===== src/core/fetx_pkg.sv =====
// fetx_pkg: constants for the 100 Mb/s transmit coding path
package fetx_pkg;
    // register indices on the register port
    localparam logic [4:0]  PCS_CONFIGURATION_ADDR = 5'h16;
    localparam logic [4:0]  LOOPBACK_BYPASS_ADDR   = 5'h17;
    // field positions
    localparam int          INJECT_SEL_LSB         = 7;
    localparam int          INJECT_SEL_MSB         = 8;
    localparam int          OVERFLOW_BIT           = 0;
    localparam int          IN_FRAME_BIT           = 1;
    localparam int          SCRAMBLER_BYPASS_BIT   = 12;
    localparam int          SYMBOL_MODE_BIT        = 13;
    // reset values
    localparam logic [15:0] PCS_CONFIGURATION_RST  = 16'h0000;
    localparam logic [15:0] LOOPBACK_BYPASS_RST    = 16'h0000;
    // injection select codes
    localparam logic [1:0]  INJECT_OFF             = 2'h0;
    localparam logic [1:0]  INJECT_FAR_END_FAULT   = 2'h1;
    localparam logic [1:0]  INJECT_SQUARE_SLOW     = 2'h2;
    localparam logic [1:0]  INJECT_SQUARE_FAST     = 2'h3;
    // control code-groups, leftmost bit first on the line
    localparam logic [4:0]  CODE_IDLE              = 5'h1f;
    localparam logic [4:0]  CODE_J                 = 5'h18;
    localparam logic [4:0]  CODE_K                 = 5'h11;
    localparam logic [4:0]  CODE_T                 = 5'h0d;
    localparam logic [4:0]  CODE_R                 = 5'h07;
    localparam logic [4:0]  CODE_HALT              = 5'h04;
    // line timing
    localparam int          CLK_PERIOD_PS          = 25000;
    localparam int          LINE_BIT_PS            = 8000;
    localparam int          SQUARE_SLOW_PERIOD_PS  = 1280000;
    localparam int          SQUARE_FAST_PERIOD_PS  = 160000;
    localparam int          SQUARE_SLOW_HALF_BITS  = SQUARE_SLOW_PERIOD_PS / (2 * LINE_BIT_PS);
    localparam int          SQUARE_FAST_HALF_BITS  = SQUARE_FAST_PERIOD_PS / (2 * LINE_BIT_PS);
    localparam int          FAR_END_FAULT_ONES     = 84;
    localparam int          FAR_END_FAULT_BITS     = FAR_END_FAULT_ONES + 1;
    localparam int          BIT_CYCLES_DEFAULT     = 8;
    localparam int          SYMBOL_BITS            = 5;
    localparam int          FIFO_DEPTH_DEFAULT     = 8;
    // scrambler
    localparam int          SCRAMBLER_LEN          = 11;
    localparam int          SCRAMBLER_TAP          = 8;
endpackage


===== src/core/fetx_encoder.sv =====
// fetx_encoder: nibble to code-group encoder, scrambler, NRZI and MLT-3 driver streams
//
// How it works
// (RULE1) every accepted nibble becomes one code-group
// (RULE2) fixed 4B to 5B data mapping
// (RULE3) frame start sends J then K
// (RULE4) enable drop sends T then R; a drop during K sends K then R
// (RULE5) idles repeat until the next frame
// (RULE6) halt code-group is 00100
// (RULE7) error during frame sends halt, delimiters kept
// (RULE8) injection select at bits 8:7 of 16h
// (RULE9) fault pattern or two square waves
// (RULE10) injected patterns carry no delimiters
// (RULE11) patterns scrambled unless bit 12 or the fiber strap bypasses
// (RULE12) fiber strap moves output to fiber pin
// (RULE13) no injection while in symbol mode
// (RULE14) eleven-bit closed-loop LFSR xored with stream
// (RULE15) seed derived from strapped PHY address
// (RULE16) fiber strap bypasses scrambler, else software
// (RULE17) symbol mode passes raw 5-bit symbols
// (RULE18) NRZI encoding always applied
// (RULE19) ones alternate between two drive streams
// (RULE20) twisted-pair output is always MLT-3; in fiber mode the code holds both pair streams low
// (RULE21) one code-group per nibble on line
// (RULE22) idle, start, data, end, error sequencing
// (RULE23) one nibble per transmit clock edge
// (RULE24) reset gives idles and seeded scrambler
// (RULE25) leftmost code bit sent first
`timescale 1ns/100ps
`default_nettype none

module fetx_fifo #(
    parameter int WIDTH = 5,
    parameter int DEPTH = 8
) (
    input  wire logic             clk_in,
    input  wire logic             srst_in,
    input  wire logic             in_valid_in,
    output logic                  in_ready_out,
    input  wire logic [WIDTH-1:0] in_data_in,
    output logic                  out_valid_out,
    input  wire logic             out_ready_in,
    output logic      [WIDTH-1:0] out_data_out
);
    localparam int AW = (DEPTH > 1) ? $clog2(DEPTH) : 1;

    logic [WIDTH-1:0] mem_reg [DEPTH];
    logic [AW-1:0]    wr_ptr_reg;
    logic [AW-1:0]    rd_ptr_reg;
    logic [AW:0]      count_reg;
    logic             push;
    logic             pop;

    assign in_ready_out  = (count_reg != (AW + 1)'(DEPTH));
    assign out_valid_out = (count_reg != '0);
    assign out_data_out  = mem_reg[rd_ptr_reg];
    assign push          = in_valid_in && in_ready_out;
    assign pop           = out_valid_out && out_ready_in;

    always_ff @(posedge clk_in) begin
        if (push) begin
            mem_reg[wr_ptr_reg] <= in_data_in;
        end
    end

    always_ff @(posedge clk_in) begin
        if (srst_in) begin
            wr_ptr_reg <= '0;
            rd_ptr_reg <= '0;
            count_reg  <= '0;
        end else begin
            if (push) begin
                wr_ptr_reg <= (wr_ptr_reg == AW'(DEPTH - 1)) ? '0 : wr_ptr_reg + 1'b1;
            end
            if (pop) begin
                rd_ptr_reg <= (rd_ptr_reg == AW'(DEPTH - 1)) ? '0 : rd_ptr_reg + 1'b1;
            end
            if (push && !pop) begin
                count_reg <= count_reg + 1'b1;
            end else if (pop && !push) begin
                count_reg <= count_reg - 1'b1;
            end
        end
    end
endmodule

module fetx_encoder
    import fetx_pkg::*;
#(
    parameter int BIT_CYCLES = BIT_CYCLES_DEFAULT,
    parameter int FIFO_DEPTH = FIFO_DEPTH_DEFAULT
) (
    input  wire logic        clk_in,
    input  wire logic        srst_in,
    input  wire logic        tx_clk_in,
    input  wire logic [3:0]  tx_data_in,
    input  wire logic        tx_en_in,
    input  wire logic        tx_er_in,
    input  wire logic        fiber_mode_strap_in,
    input  wire logic [4:0]  phy_address_straps_in,
    input  wire logic        reg_wr_in,
    input  wire logic [4:0]  reg_addr_in,
    input  wire logic [15:0] reg_wdata_in,
    output logic      [15:0] reg_rdata_out,
    output logic             twisted_pair_tx_pos_out,
    output logic             twisted_pair_tx_neg_out,
    output logic             fiber_aux_tx_out
);
    typedef enum {ST_IDLE, ST_K, ST_DATA, ST_R} fetx_state_e;

    function automatic logic [4:0] fetx_enc4b5b(input logic [3:0] nib);
        logic [4:0] code;
        code = CODE_IDLE;
        unique case (nib)
            4'h0: code = 5'h1e;
            4'h1: code = 5'h09;
            4'h2: code = 5'h14;
            4'h3: code = 5'h15;
            4'h4: code = 5'h0a;
            4'h5: code = 5'h0b;
            4'h6: code = 5'h0e;
            4'h7: code = 5'h0f;
            4'h8: code = 5'h12;
            4'h9: code = 5'h13;
            4'ha: code = 5'h16;
            4'hb: code = 5'h17;
            4'hc: code = 5'h1a;
            4'hd: code = 5'h1b;
            4'he: code = 5'h1c;
            4'hf: code = 5'h1d;
        endcase
        return code; // [RULE2]
    endfunction

    // pin synchronisers
    logic [2:0]  tx_clk_sync_reg;
    logic [3:0]  data_meta_reg;
    logic [3:0]  data_sync_reg;
    logic [1:0]  ctl_meta_reg;
    logic [1:0]  ctl_sync_reg;
    logic [5:0]  strap_meta_reg;
    logic [5:0]  strap_sync_reg;
    logic        tx_edge;

    always_ff @(posedge clk_in) begin
        if (srst_in) begin
            tx_clk_sync_reg <= '0;
            data_meta_reg   <= '0;
            data_sync_reg   <= '0;
            ctl_meta_reg    <= '0;
            ctl_sync_reg    <= '0;
            strap_meta_reg  <= '0;
            strap_sync_reg  <= '0;
        end else begin
            tx_clk_sync_reg <= {tx_clk_sync_reg[1:0], tx_clk_in};
            data_meta_reg   <= tx_data_in;
            data_sync_reg   <= data_meta_reg;
            ctl_meta_reg    <= {tx_en_in, tx_er_in};
            ctl_sync_reg    <= ctl_meta_reg;
            strap_meta_reg  <= {fiber_mode_strap_in, phy_address_straps_in};
            strap_sync_reg  <= strap_meta_reg;
        end
    end

    assign tx_edge = tx_clk_sync_reg[1] && !tx_clk_sync_reg[2]; // [RULE23]

    // strap capture on the third cycle after reset release
    logic [1:0]  strap_wait_reg;
    logic        strap_done_reg;
    logic        strap_load;
    logic        fiber_mode_reg;
    logic [4:0]  phy_address_value_reg;

    assign strap_load = (strap_wait_reg == 2'h2) && !strap_done_reg;

    always_ff @(posedge clk_in) begin
        if (srst_in) begin
            strap_wait_reg        <= '0;
            strap_done_reg        <= 1'b0;
            fiber_mode_reg        <= 1'b0;
            phy_address_value_reg <= '0;
        end else begin
            if (strap_wait_reg != 2'h2) begin
                strap_wait_reg <= strap_wait_reg + 2'h1;
            end
            if (strap_load) begin
                strap_done_reg        <= 1'b1;
                fiber_mode_reg        <= strap_sync_reg[5];
                phy_address_value_reg <= strap_sync_reg[4:0]; // [RULE15]
            end
        end
    end

    // registers
    logic [15:0] pcs_configuration_reg;
    logic [15:0] loopback_and_bypass_control_reg;
    logic        overflow_reg;
    logic        overflow_set;
    logic [1:0]  inject_sel;
    logic        symbol_mode;
    logic        scr_bypass;
    logic        inject_on;
    fetx_state_e state_reg;

    assign inject_sel  = pcs_configuration_reg[INJECT_SEL_MSB:INJECT_SEL_LSB]; // [RULE8]
    assign symbol_mode = loopback_and_bypass_control_reg[SYMBOL_MODE_BIT];
    assign scr_bypass  = fiber_mode_reg
                         || loopback_and_bypass_control_reg[SCRAMBLER_BYPASS_BIT]; // [RULE16]
    assign inject_on   = (inject_sel != INJECT_OFF) && !symbol_mode; // [RULE13]

    always_ff @(posedge clk_in) begin
        if (srst_in) begin
            pcs_configuration_reg           <= PCS_CONFIGURATION_RST;
            loopback_and_bypass_control_reg <= LOOPBACK_BYPASS_RST;
        end else if (reg_wr_in) begin
            if (reg_addr_in == PCS_CONFIGURATION_ADDR) begin
                pcs_configuration_reg <= reg_wdata_in;
            end
            if (reg_addr_in == LOOPBACK_BYPASS_ADDR) begin
                loopback_and_bypass_control_reg <= reg_wdata_in;
            end
        end
    end

    always_ff @(posedge clk_in) begin
        if (srst_in) begin
            overflow_reg <= 1'b0;
        end else if (overflow_set) begin
            overflow_reg <= 1'b1;
        end else if (reg_wr_in && reg_addr_in == PCS_CONFIGURATION_ADDR
                     && reg_wdata_in[OVERFLOW_BIT]) begin
            overflow_reg <= 1'b0;
        end
    end

    always_ff @(posedge clk_in) begin
        if (srst_in) begin
            reg_rdata_out <= '0;
        end else begin
            unique case (reg_addr_in)
                PCS_CONFIGURATION_ADDR: begin
                    reg_rdata_out <= {pcs_configuration_reg[15:2],
                                      state_reg != ST_IDLE, overflow_reg};
                end
                LOOPBACK_BYPASS_ADDR: begin
                    reg_rdata_out <= loopback_and_bypass_control_reg;
                end
                default: begin
                    reg_rdata_out <= '0;
                end
            endcase
        end
    end

    // code-group sequencer, one code per transmit clock edge
    logic [4:0]  code_next;
    fetx_state_e state_next;
    logic        fifo_in_ready;
    logic        fifo_out_valid;
    logic        fifo_pop;
    logic [4:0]  fifo_out_data;

    always_comb begin
        code_next  = CODE_IDLE;
        state_next = state_reg;
        if (symbol_mode) begin
            code_next  = {ctl_sync_reg[0], data_sync_reg}; // [RULE17]
            state_next = ST_IDLE;
        end else begin
            unique case (state_reg)
                ST_IDLE: begin
                    if (ctl_sync_reg[1]) begin
                        code_next  = CODE_J; // [RULE3]
                        state_next = ST_K;
                    end else begin
                        code_next = CODE_IDLE; // [RULE5]
                    end
                end
                ST_K: begin
                    code_next  = CODE_K; // [RULE3]
                    state_next = ctl_sync_reg[1] ? ST_DATA : ST_R;
                    if (!ctl_sync_reg[1]) begin
                        code_next = CODE_K;
                    end
                end
                ST_DATA: begin
                    if (!ctl_sync_reg[1]) begin
                        code_next  = CODE_T; // [RULE4]
                        state_next = ST_R;
                    end else if (ctl_sync_reg[0]) begin
                        code_next = CODE_HALT; // [RULE6] [RULE7]
                    end else begin
                        code_next = fetx_enc4b5b(data_sync_reg); // [RULE1]
                    end
                end
                ST_R: begin
                    code_next  = CODE_R; // [RULE4]
                    state_next = ST_IDLE; // [RULE22]
                end
            endcase
        end
    end

    always_ff @(posedge clk_in) begin
        if (srst_in) begin
            state_reg <= ST_IDLE; // [RULE24]
        end else if (tx_edge) begin
            state_reg <= state_next;
        end
    end

    assign overflow_set = tx_edge && !fifo_in_ready;

    fetx_fifo #(
        .WIDTH (SYMBOL_BITS),
        .DEPTH (FIFO_DEPTH)
    ) u_fifo (
        .clk_in        (clk_in),
        .srst_in       (srst_in),
        .in_valid_in   (tx_edge),
        .in_ready_out  (fifo_in_ready),
        .in_data_in    (code_next),
        .out_valid_out (fifo_out_valid),
        .out_ready_in  (fifo_pop),
        .out_data_out  (fifo_out_data)
    );

    // serializer, pattern source, scrambler
    localparam int BCW = $clog2(BIT_CYCLES + 1);
    logic [BCW-1:0] bit_timer_reg;
    logic           bit_tick;
    logic [2:0]     bit_idx_reg;
    logic [4:0]     shift_reg;
    logic [7:0]     pat_cnt_reg;
    logic [7:0]     pat_len;
    logic           pat_bit;
    logic [SCRAMBLER_LEN-1:0] lfsr_reg;
    logic           lfsr_fb;
    logic           nrz_bit;
    logic           line_bit;

    assign bit_tick = (bit_timer_reg == BCW'(BIT_CYCLES - 1));
    assign fifo_pop = bit_tick && (bit_idx_reg == 3'h4) && fifo_out_valid; // [RULE21]

    always_ff @(posedge clk_in) begin
        if (srst_in) begin
            bit_timer_reg <= '0;
            bit_idx_reg   <= 3'h4;
            shift_reg     <= CODE_IDLE;
        end else begin
            bit_timer_reg <= bit_tick ? '0 : bit_timer_reg + 1'b1;
            if (bit_tick) begin
                if (bit_idx_reg == 3'h4) begin
                    bit_idx_reg <= '0;
                    shift_reg   <= fifo_out_valid ? fifo_out_data : CODE_IDLE;
                end else begin
                    bit_idx_reg <= bit_idx_reg + 3'h1;
                    shift_reg   <= {shift_reg[3:0], 1'b0}; // [RULE25]
                end
            end
        end
    end

    always_comb begin
        pat_len = 8'(FAR_END_FAULT_BITS);
        pat_bit = (pat_cnt_reg != 8'(FAR_END_FAULT_ONES));
        unique case (inject_sel)
            INJECT_SQUARE_SLOW: begin
                pat_len = 8'(2 * SQUARE_SLOW_HALF_BITS);
                pat_bit = (pat_cnt_reg < 8'(SQUARE_SLOW_HALF_BITS));
            end
            INJECT_SQUARE_FAST: begin
                pat_len = 8'(2 * SQUARE_FAST_HALF_BITS);
                pat_bit = (pat_cnt_reg < 8'(SQUARE_FAST_HALF_BITS));
            end
            default: begin
                pat_len = 8'(FAR_END_FAULT_BITS);
                pat_bit = (pat_cnt_reg != 8'(FAR_END_FAULT_ONES));
            end
        endcase
    end

    always_ff @(posedge clk_in) begin
        if (srst_in || !inject_on) begin
            pat_cnt_reg <= '0;
        end else if (bit_tick) begin
            pat_cnt_reg <= (pat_cnt_reg >= pat_len - 8'h1) ? '0 : pat_cnt_reg + 8'h1; // [RULE9]
        end
    end

    // injected bits replace the code stream, no delimiters
    assign nrz_bit  = inject_on ? pat_bit : shift_reg[4]; // [RULE10]
    assign lfsr_fb  = lfsr_reg[SCRAMBLER_LEN-1] ^ lfsr_reg[SCRAMBLER_TAP];
    assign line_bit = scr_bypass ? nrz_bit : (nrz_bit ^ lfsr_fb); // [RULE11] [RULE14]

    always_ff @(posedge clk_in) begin
        if (srst_in) begin
            lfsr_reg <= '1;
        end else if (strap_load) begin
            lfsr_reg <= {strap_sync_reg[4:0], ~strap_sync_reg[4:0], 1'b1}; // [RULE15] [RULE24]
        end else if (bit_tick) begin
            lfsr_reg <= {lfsr_reg[SCRAMBLER_LEN-2:0], lfsr_fb}; // [RULE14]
        end
    end

    // NRZI and MLT-3 drive streams
    logic       nrzi_reg;
    logic [1:0] mlt_phase_reg;

    always_ff @(posedge clk_in) begin
        if (srst_in) begin
            nrzi_reg                <= 1'b0;
            mlt_phase_reg           <= '0;
            twisted_pair_tx_pos_out <= 1'b0;
            twisted_pair_tx_neg_out <= 1'b0;
            fiber_aux_tx_out        <= 1'b0;
        end else if (bit_tick) begin
            nrzi_reg <= nrzi_reg ^ line_bit; // [RULE18]
            if (line_bit) begin
                mlt_phase_reg <= mlt_phase_reg + 2'h1;
            end
            if (fiber_mode_reg) begin
                twisted_pair_tx_pos_out <= 1'b0; // [RULE12]
                twisted_pair_tx_neg_out <= 1'b0;
                fiber_aux_tx_out        <= nrzi_reg ^ line_bit; // [RULE12]
            end else begin
                twisted_pair_tx_pos_out <= (mlt_phase_reg + 2'(line_bit)) == 2'h1; // [RULE19]
                twisted_pair_tx_neg_out <= (mlt_phase_reg + 2'(line_bit)) == 2'h3; // [RULE20]
                fiber_aux_tx_out        <= 1'b0;
            end
        end
    end
endmodule

`default_nettype wire


===== config.mk =====
export PLATFORM = sky130hd
export DESIGN_NAME = fetx_encoder
export DESIGN_NICKNAME = d
export VERILOG_FILES = /design/src/core/fetx_pkg.sv /design/src/core/fetx_encoder.sv
export SDC_FILE = /design/constraint.sdc
export NUM_CORES = 1
export LEC_CHECK = 0
export BUFFER_PORTS_ARGS = -buffer_cell sky130_fd_sc_hd__buf_4
export CAP_MARGIN = 10
export CORE_ASPECT_RATIO = 1.4
export CORE_UTILIZATION = 52
export CTS_CLUSTER_SIZE = 40
export DETAILED_ROUTE_END_ITERATION = 6
export PLACE_DENSITY = 0.73
export RECOVER_POWER = 50
export SETUP_SLACK_MARGIN = 0.4
export SYNTH_ARGS = -nofsm -noshare
export SYNTH_HDL_FRONTEND = slang
export SYNTH_SLANG_ARGS = --single-unit

===== constraint.sdc =====
create_clock -name clk_in -period 2.48 [get_ports clk_in]
set_input_delay 0.248 -clock clk_in [delete_from_list [all_inputs] [get_ports clk_in]]
set_output_delay 0.248 -clock clk_in [all_outputs]
set_load 0.02 [all_outputs]

==> metrics.md <==
| Metric | Value |
|---|---|
| Outcome | `complete, no violations` |
| Starting DRT DRC Count | `163` |
| Syn avg cell area | `10.5 µm²` |
| Max Fanout on Critical Path | `4` |
| Worst slew pin tran | `1.15 ns` |
| Vias | `5,026` |
| Worst setup SP type | `flop` |
| # rows | `50` |
| Critical-path top delay cell | `dfxtp_1` |
| Final worst setup slack | `0.173 ns` |
| Post-Syn Instances | `669` |
| Ys async rst share | `0` |
| HPWL after DPL | `9.46 mm` |
| Leakage | `0.00335 µW` |
| TritonCTS clock tree | `built` |
| Power per cell area | `744 nW/µm²` |
| Critical Path RT | `2.82 ns` |
| Die area | `14,000 µm²` |
| CP Class | `reg -> reg` |
| RSZ-0062 raised after global routing | `yes` |
| Post-Route WL | `14.3 mm` |
| Critical Path Max Stage Delay | `0.37 ns` |
| Max FFs per register | `40` |
| Drt pass-1 iters | `4` |
| Commonest non-fill, non-tap cells in the layout | `dfxtp_1, nor2_1, nand2_1` |
| Ports | `56` |
| Setup WS pre-CTS | `0.0748 ns` |
| Slew headroom | `0.230` |
| Worst Hold Class | `in -> reg` |
| Count of cell types in the netlist | `55` |
| Final setup viols | `0` |
| Initial Util | `0.529` |
| Skew final | `0.00929 ns` |
| CTS Buf Count | `17` |
| Most used flip-flop cell after synthesis | `dfxtp_1` |
| Clock Latency Late Sink | `0.43 ns` |
| Final min period | `2.31 ns` |
| Syn. warnings | `0` |
| Nets | `804` |
| Routability Congestion | `0.811` |
| Total grt overflow | `0` |
| CTS root buffer | `clkbuf_16` |
| Routed wire per std cell | `15.3 µm` |
| Clk buf depth | `2` |
| GRT Total Usage | `0.213` |
| DRC | `0` |
| Peak supply drop | `584 µV` |
| Netlist Area Pre-Place | `7050 µm²` |
| Synth area leaders | `dfxtp_1, edfxtp_1, mux2i_1` |
| Highest clock rate | `0.433 GHz` |
| Maxcap violations | `0` |
| CP cell instances | `ha_1, and3b_1, nand2_4, ha_4, inv_4, ha_4, a21o_1, a21oi_2, xnor2_2, or3_4, a21oi_2` |
| Post-synthesis register bit count | `175` |
| Synth Net Count | `732` |
| Post-DP Area | `7760 µm²` |
| Post-route cell area | `8520 µm²` |
| Antenna violations before repair | `0` |
| Die Y-Extent | `140 µm` |
| CP bufs+invs | `1` |
| Most area-hungry cell type in the Yosys netlist | `dfxtp_1` |
| Antenna Nets Post-Route | `0` |
| Synth top area share | `0.383` |
| Max-slew violations | `0` |
| Core area | `13,300 µm²` |
| Post-synth EDFFs | `40` |
| Largest net degree at the start of global routing | `45` |
| Clock-pin slew of the registers on the worst-case setup and hold paths | `0.06 ns` |
| Worst EP arrival | `2.64 ns` |
| Share of cells above drive strength 1 | `0.203` |
| Worst setup EP type | `flop` |
| Worst path top cell family by delay | `simple AND/OR/NAND/NOR gates` |
| Vias/cell | `5.37` |
| Sequential area share after synthesis | `0.553` |
| Setup TNS | `0 ns` |
| Commonest non-fill, non-tap cell in the layout | `dfxtp_1` |
| Number of global-route vias before repair | `5,012` |
| Final period util | `0.930` |
| Die width | `100 µm` |
| First-pass GRT wire length | `23.2 mm` |
| Flop-to-flop setup slack | `0.17 ns` |
| H-tree levels | `4` |
| IO Port Bufs | `55` |
| Clk sinks | `175` |
| Number of diodes | `0` |
| Synthesis-to-finish area growth | `20.7%` |
| Fin. Hold Viols | `0` |
## power breakdown
part / switching [µW] / total, µW / internal, µW
sequential: 64.8 / 3070 / 3010
combinational: 292 / 536 / 244
clock: 1130 / 2730 / 1600
## cell usage after synthesis (5+ instances only)
cell,instances
dfxtp_1,135
nor2_1,82
nand2_1,79
mux2i_1,53
edfxtp_1,40
a21oi_1,36
nor2b_1,34
ha_1,25
clkbuf_1,22
o21ai_0,21
nand3_1,17
inv_1,15
nor3_1,13
mux4_2,10
xor2_1,9
xnor2_1,7
nand2b_1,6
buf_1,5
## path summary, 6_finish.rpt
check | cells after the start | to | startpoint
setup / recovery | 11 | u_fifo.count_reg[3] | bit_timer_reg[0]
hold / removal | 2 | strap_meta_reg[0] | phy_address_straps_in[0]
setup reg to reg | 11 | u_fifo.count_reg[3] | bit_timer_reg[0]
hold reg to reg | 1 | strap_sync_reg[1] | strap_meta_reg[1]
## timing repair
item | CTS | global route
gates resized for setup | 18 | 31
endpoints found under the setup margin | 14 | 15
pin swaps | 8 | 11
hold buffers | 0 | 0
buffers inserted | 6 | 5
endpoints found under the hold margin | 0 | 0
## kinds of logic after synthesis
| family | after synthesis | share of synthesized area |
|---|---|---|
| AO/OA/AOI/OAI | 84 | 0.0742 |
| flip-flops | 175 | 0.553 |
| XOR/XNOR | 16 | 0.0199 |
| other | 1 | 0.000532 |
| adder cells (fa/ha/maj) | 26 | 0.0472 |
| AND/OR/NAND/NOR | 254 | 0.166 |
| buffers and inverters | 47 | 0.0263 |
| multiplexers | 66 | 0.112 |
## stage by stage
step / power, µW / cells / hold WS, ns / util
3_5_place_dp: 3620 / 893 / 0.429 / 0.582
3_3_place_gp: 3590 / 893 / 0.421 / 0.582
6_report: 6340 / 936 / 0.0366 / 0.639
2_1_floorplan: 3480 / 669 / 0.339 / -
4_1_cts: 6340 / 931 / 0.0274 / 0.636
5_1_grt: 6560 / 936 / 0.0307 / 0.639
## worst reg2reg max path, delay by kind of cell, from the launching register on
kind / cells / cell delay (ns)
and+or+nand+nor: 3 / 0.67
buffers and inverters: 1 / 0.06
AOI/OAI and AO/OA: 3 / 0.44
xor gates and xnor gates: 1 / 0.09
adders and majority gates: 3 / 0.59
DFF: 1 / 0.37
## metal layers
metal,track usage,wire [µm]
met4,0.0809,280
met2,0.391,7740
met5,0,0
met1,0.231,5760
met3,0.0517,493
## cell type report
class                      count  area, µm²
tap                          182        228
sequential                   175       3920
timing repair buffer          85        534
inverter                      15       58.8
multi-input combinational    447       3160
fill                        1038       4810
clock buffer                  20        468
clock inverter                12        143
Power figures use the tool's default switching activity.
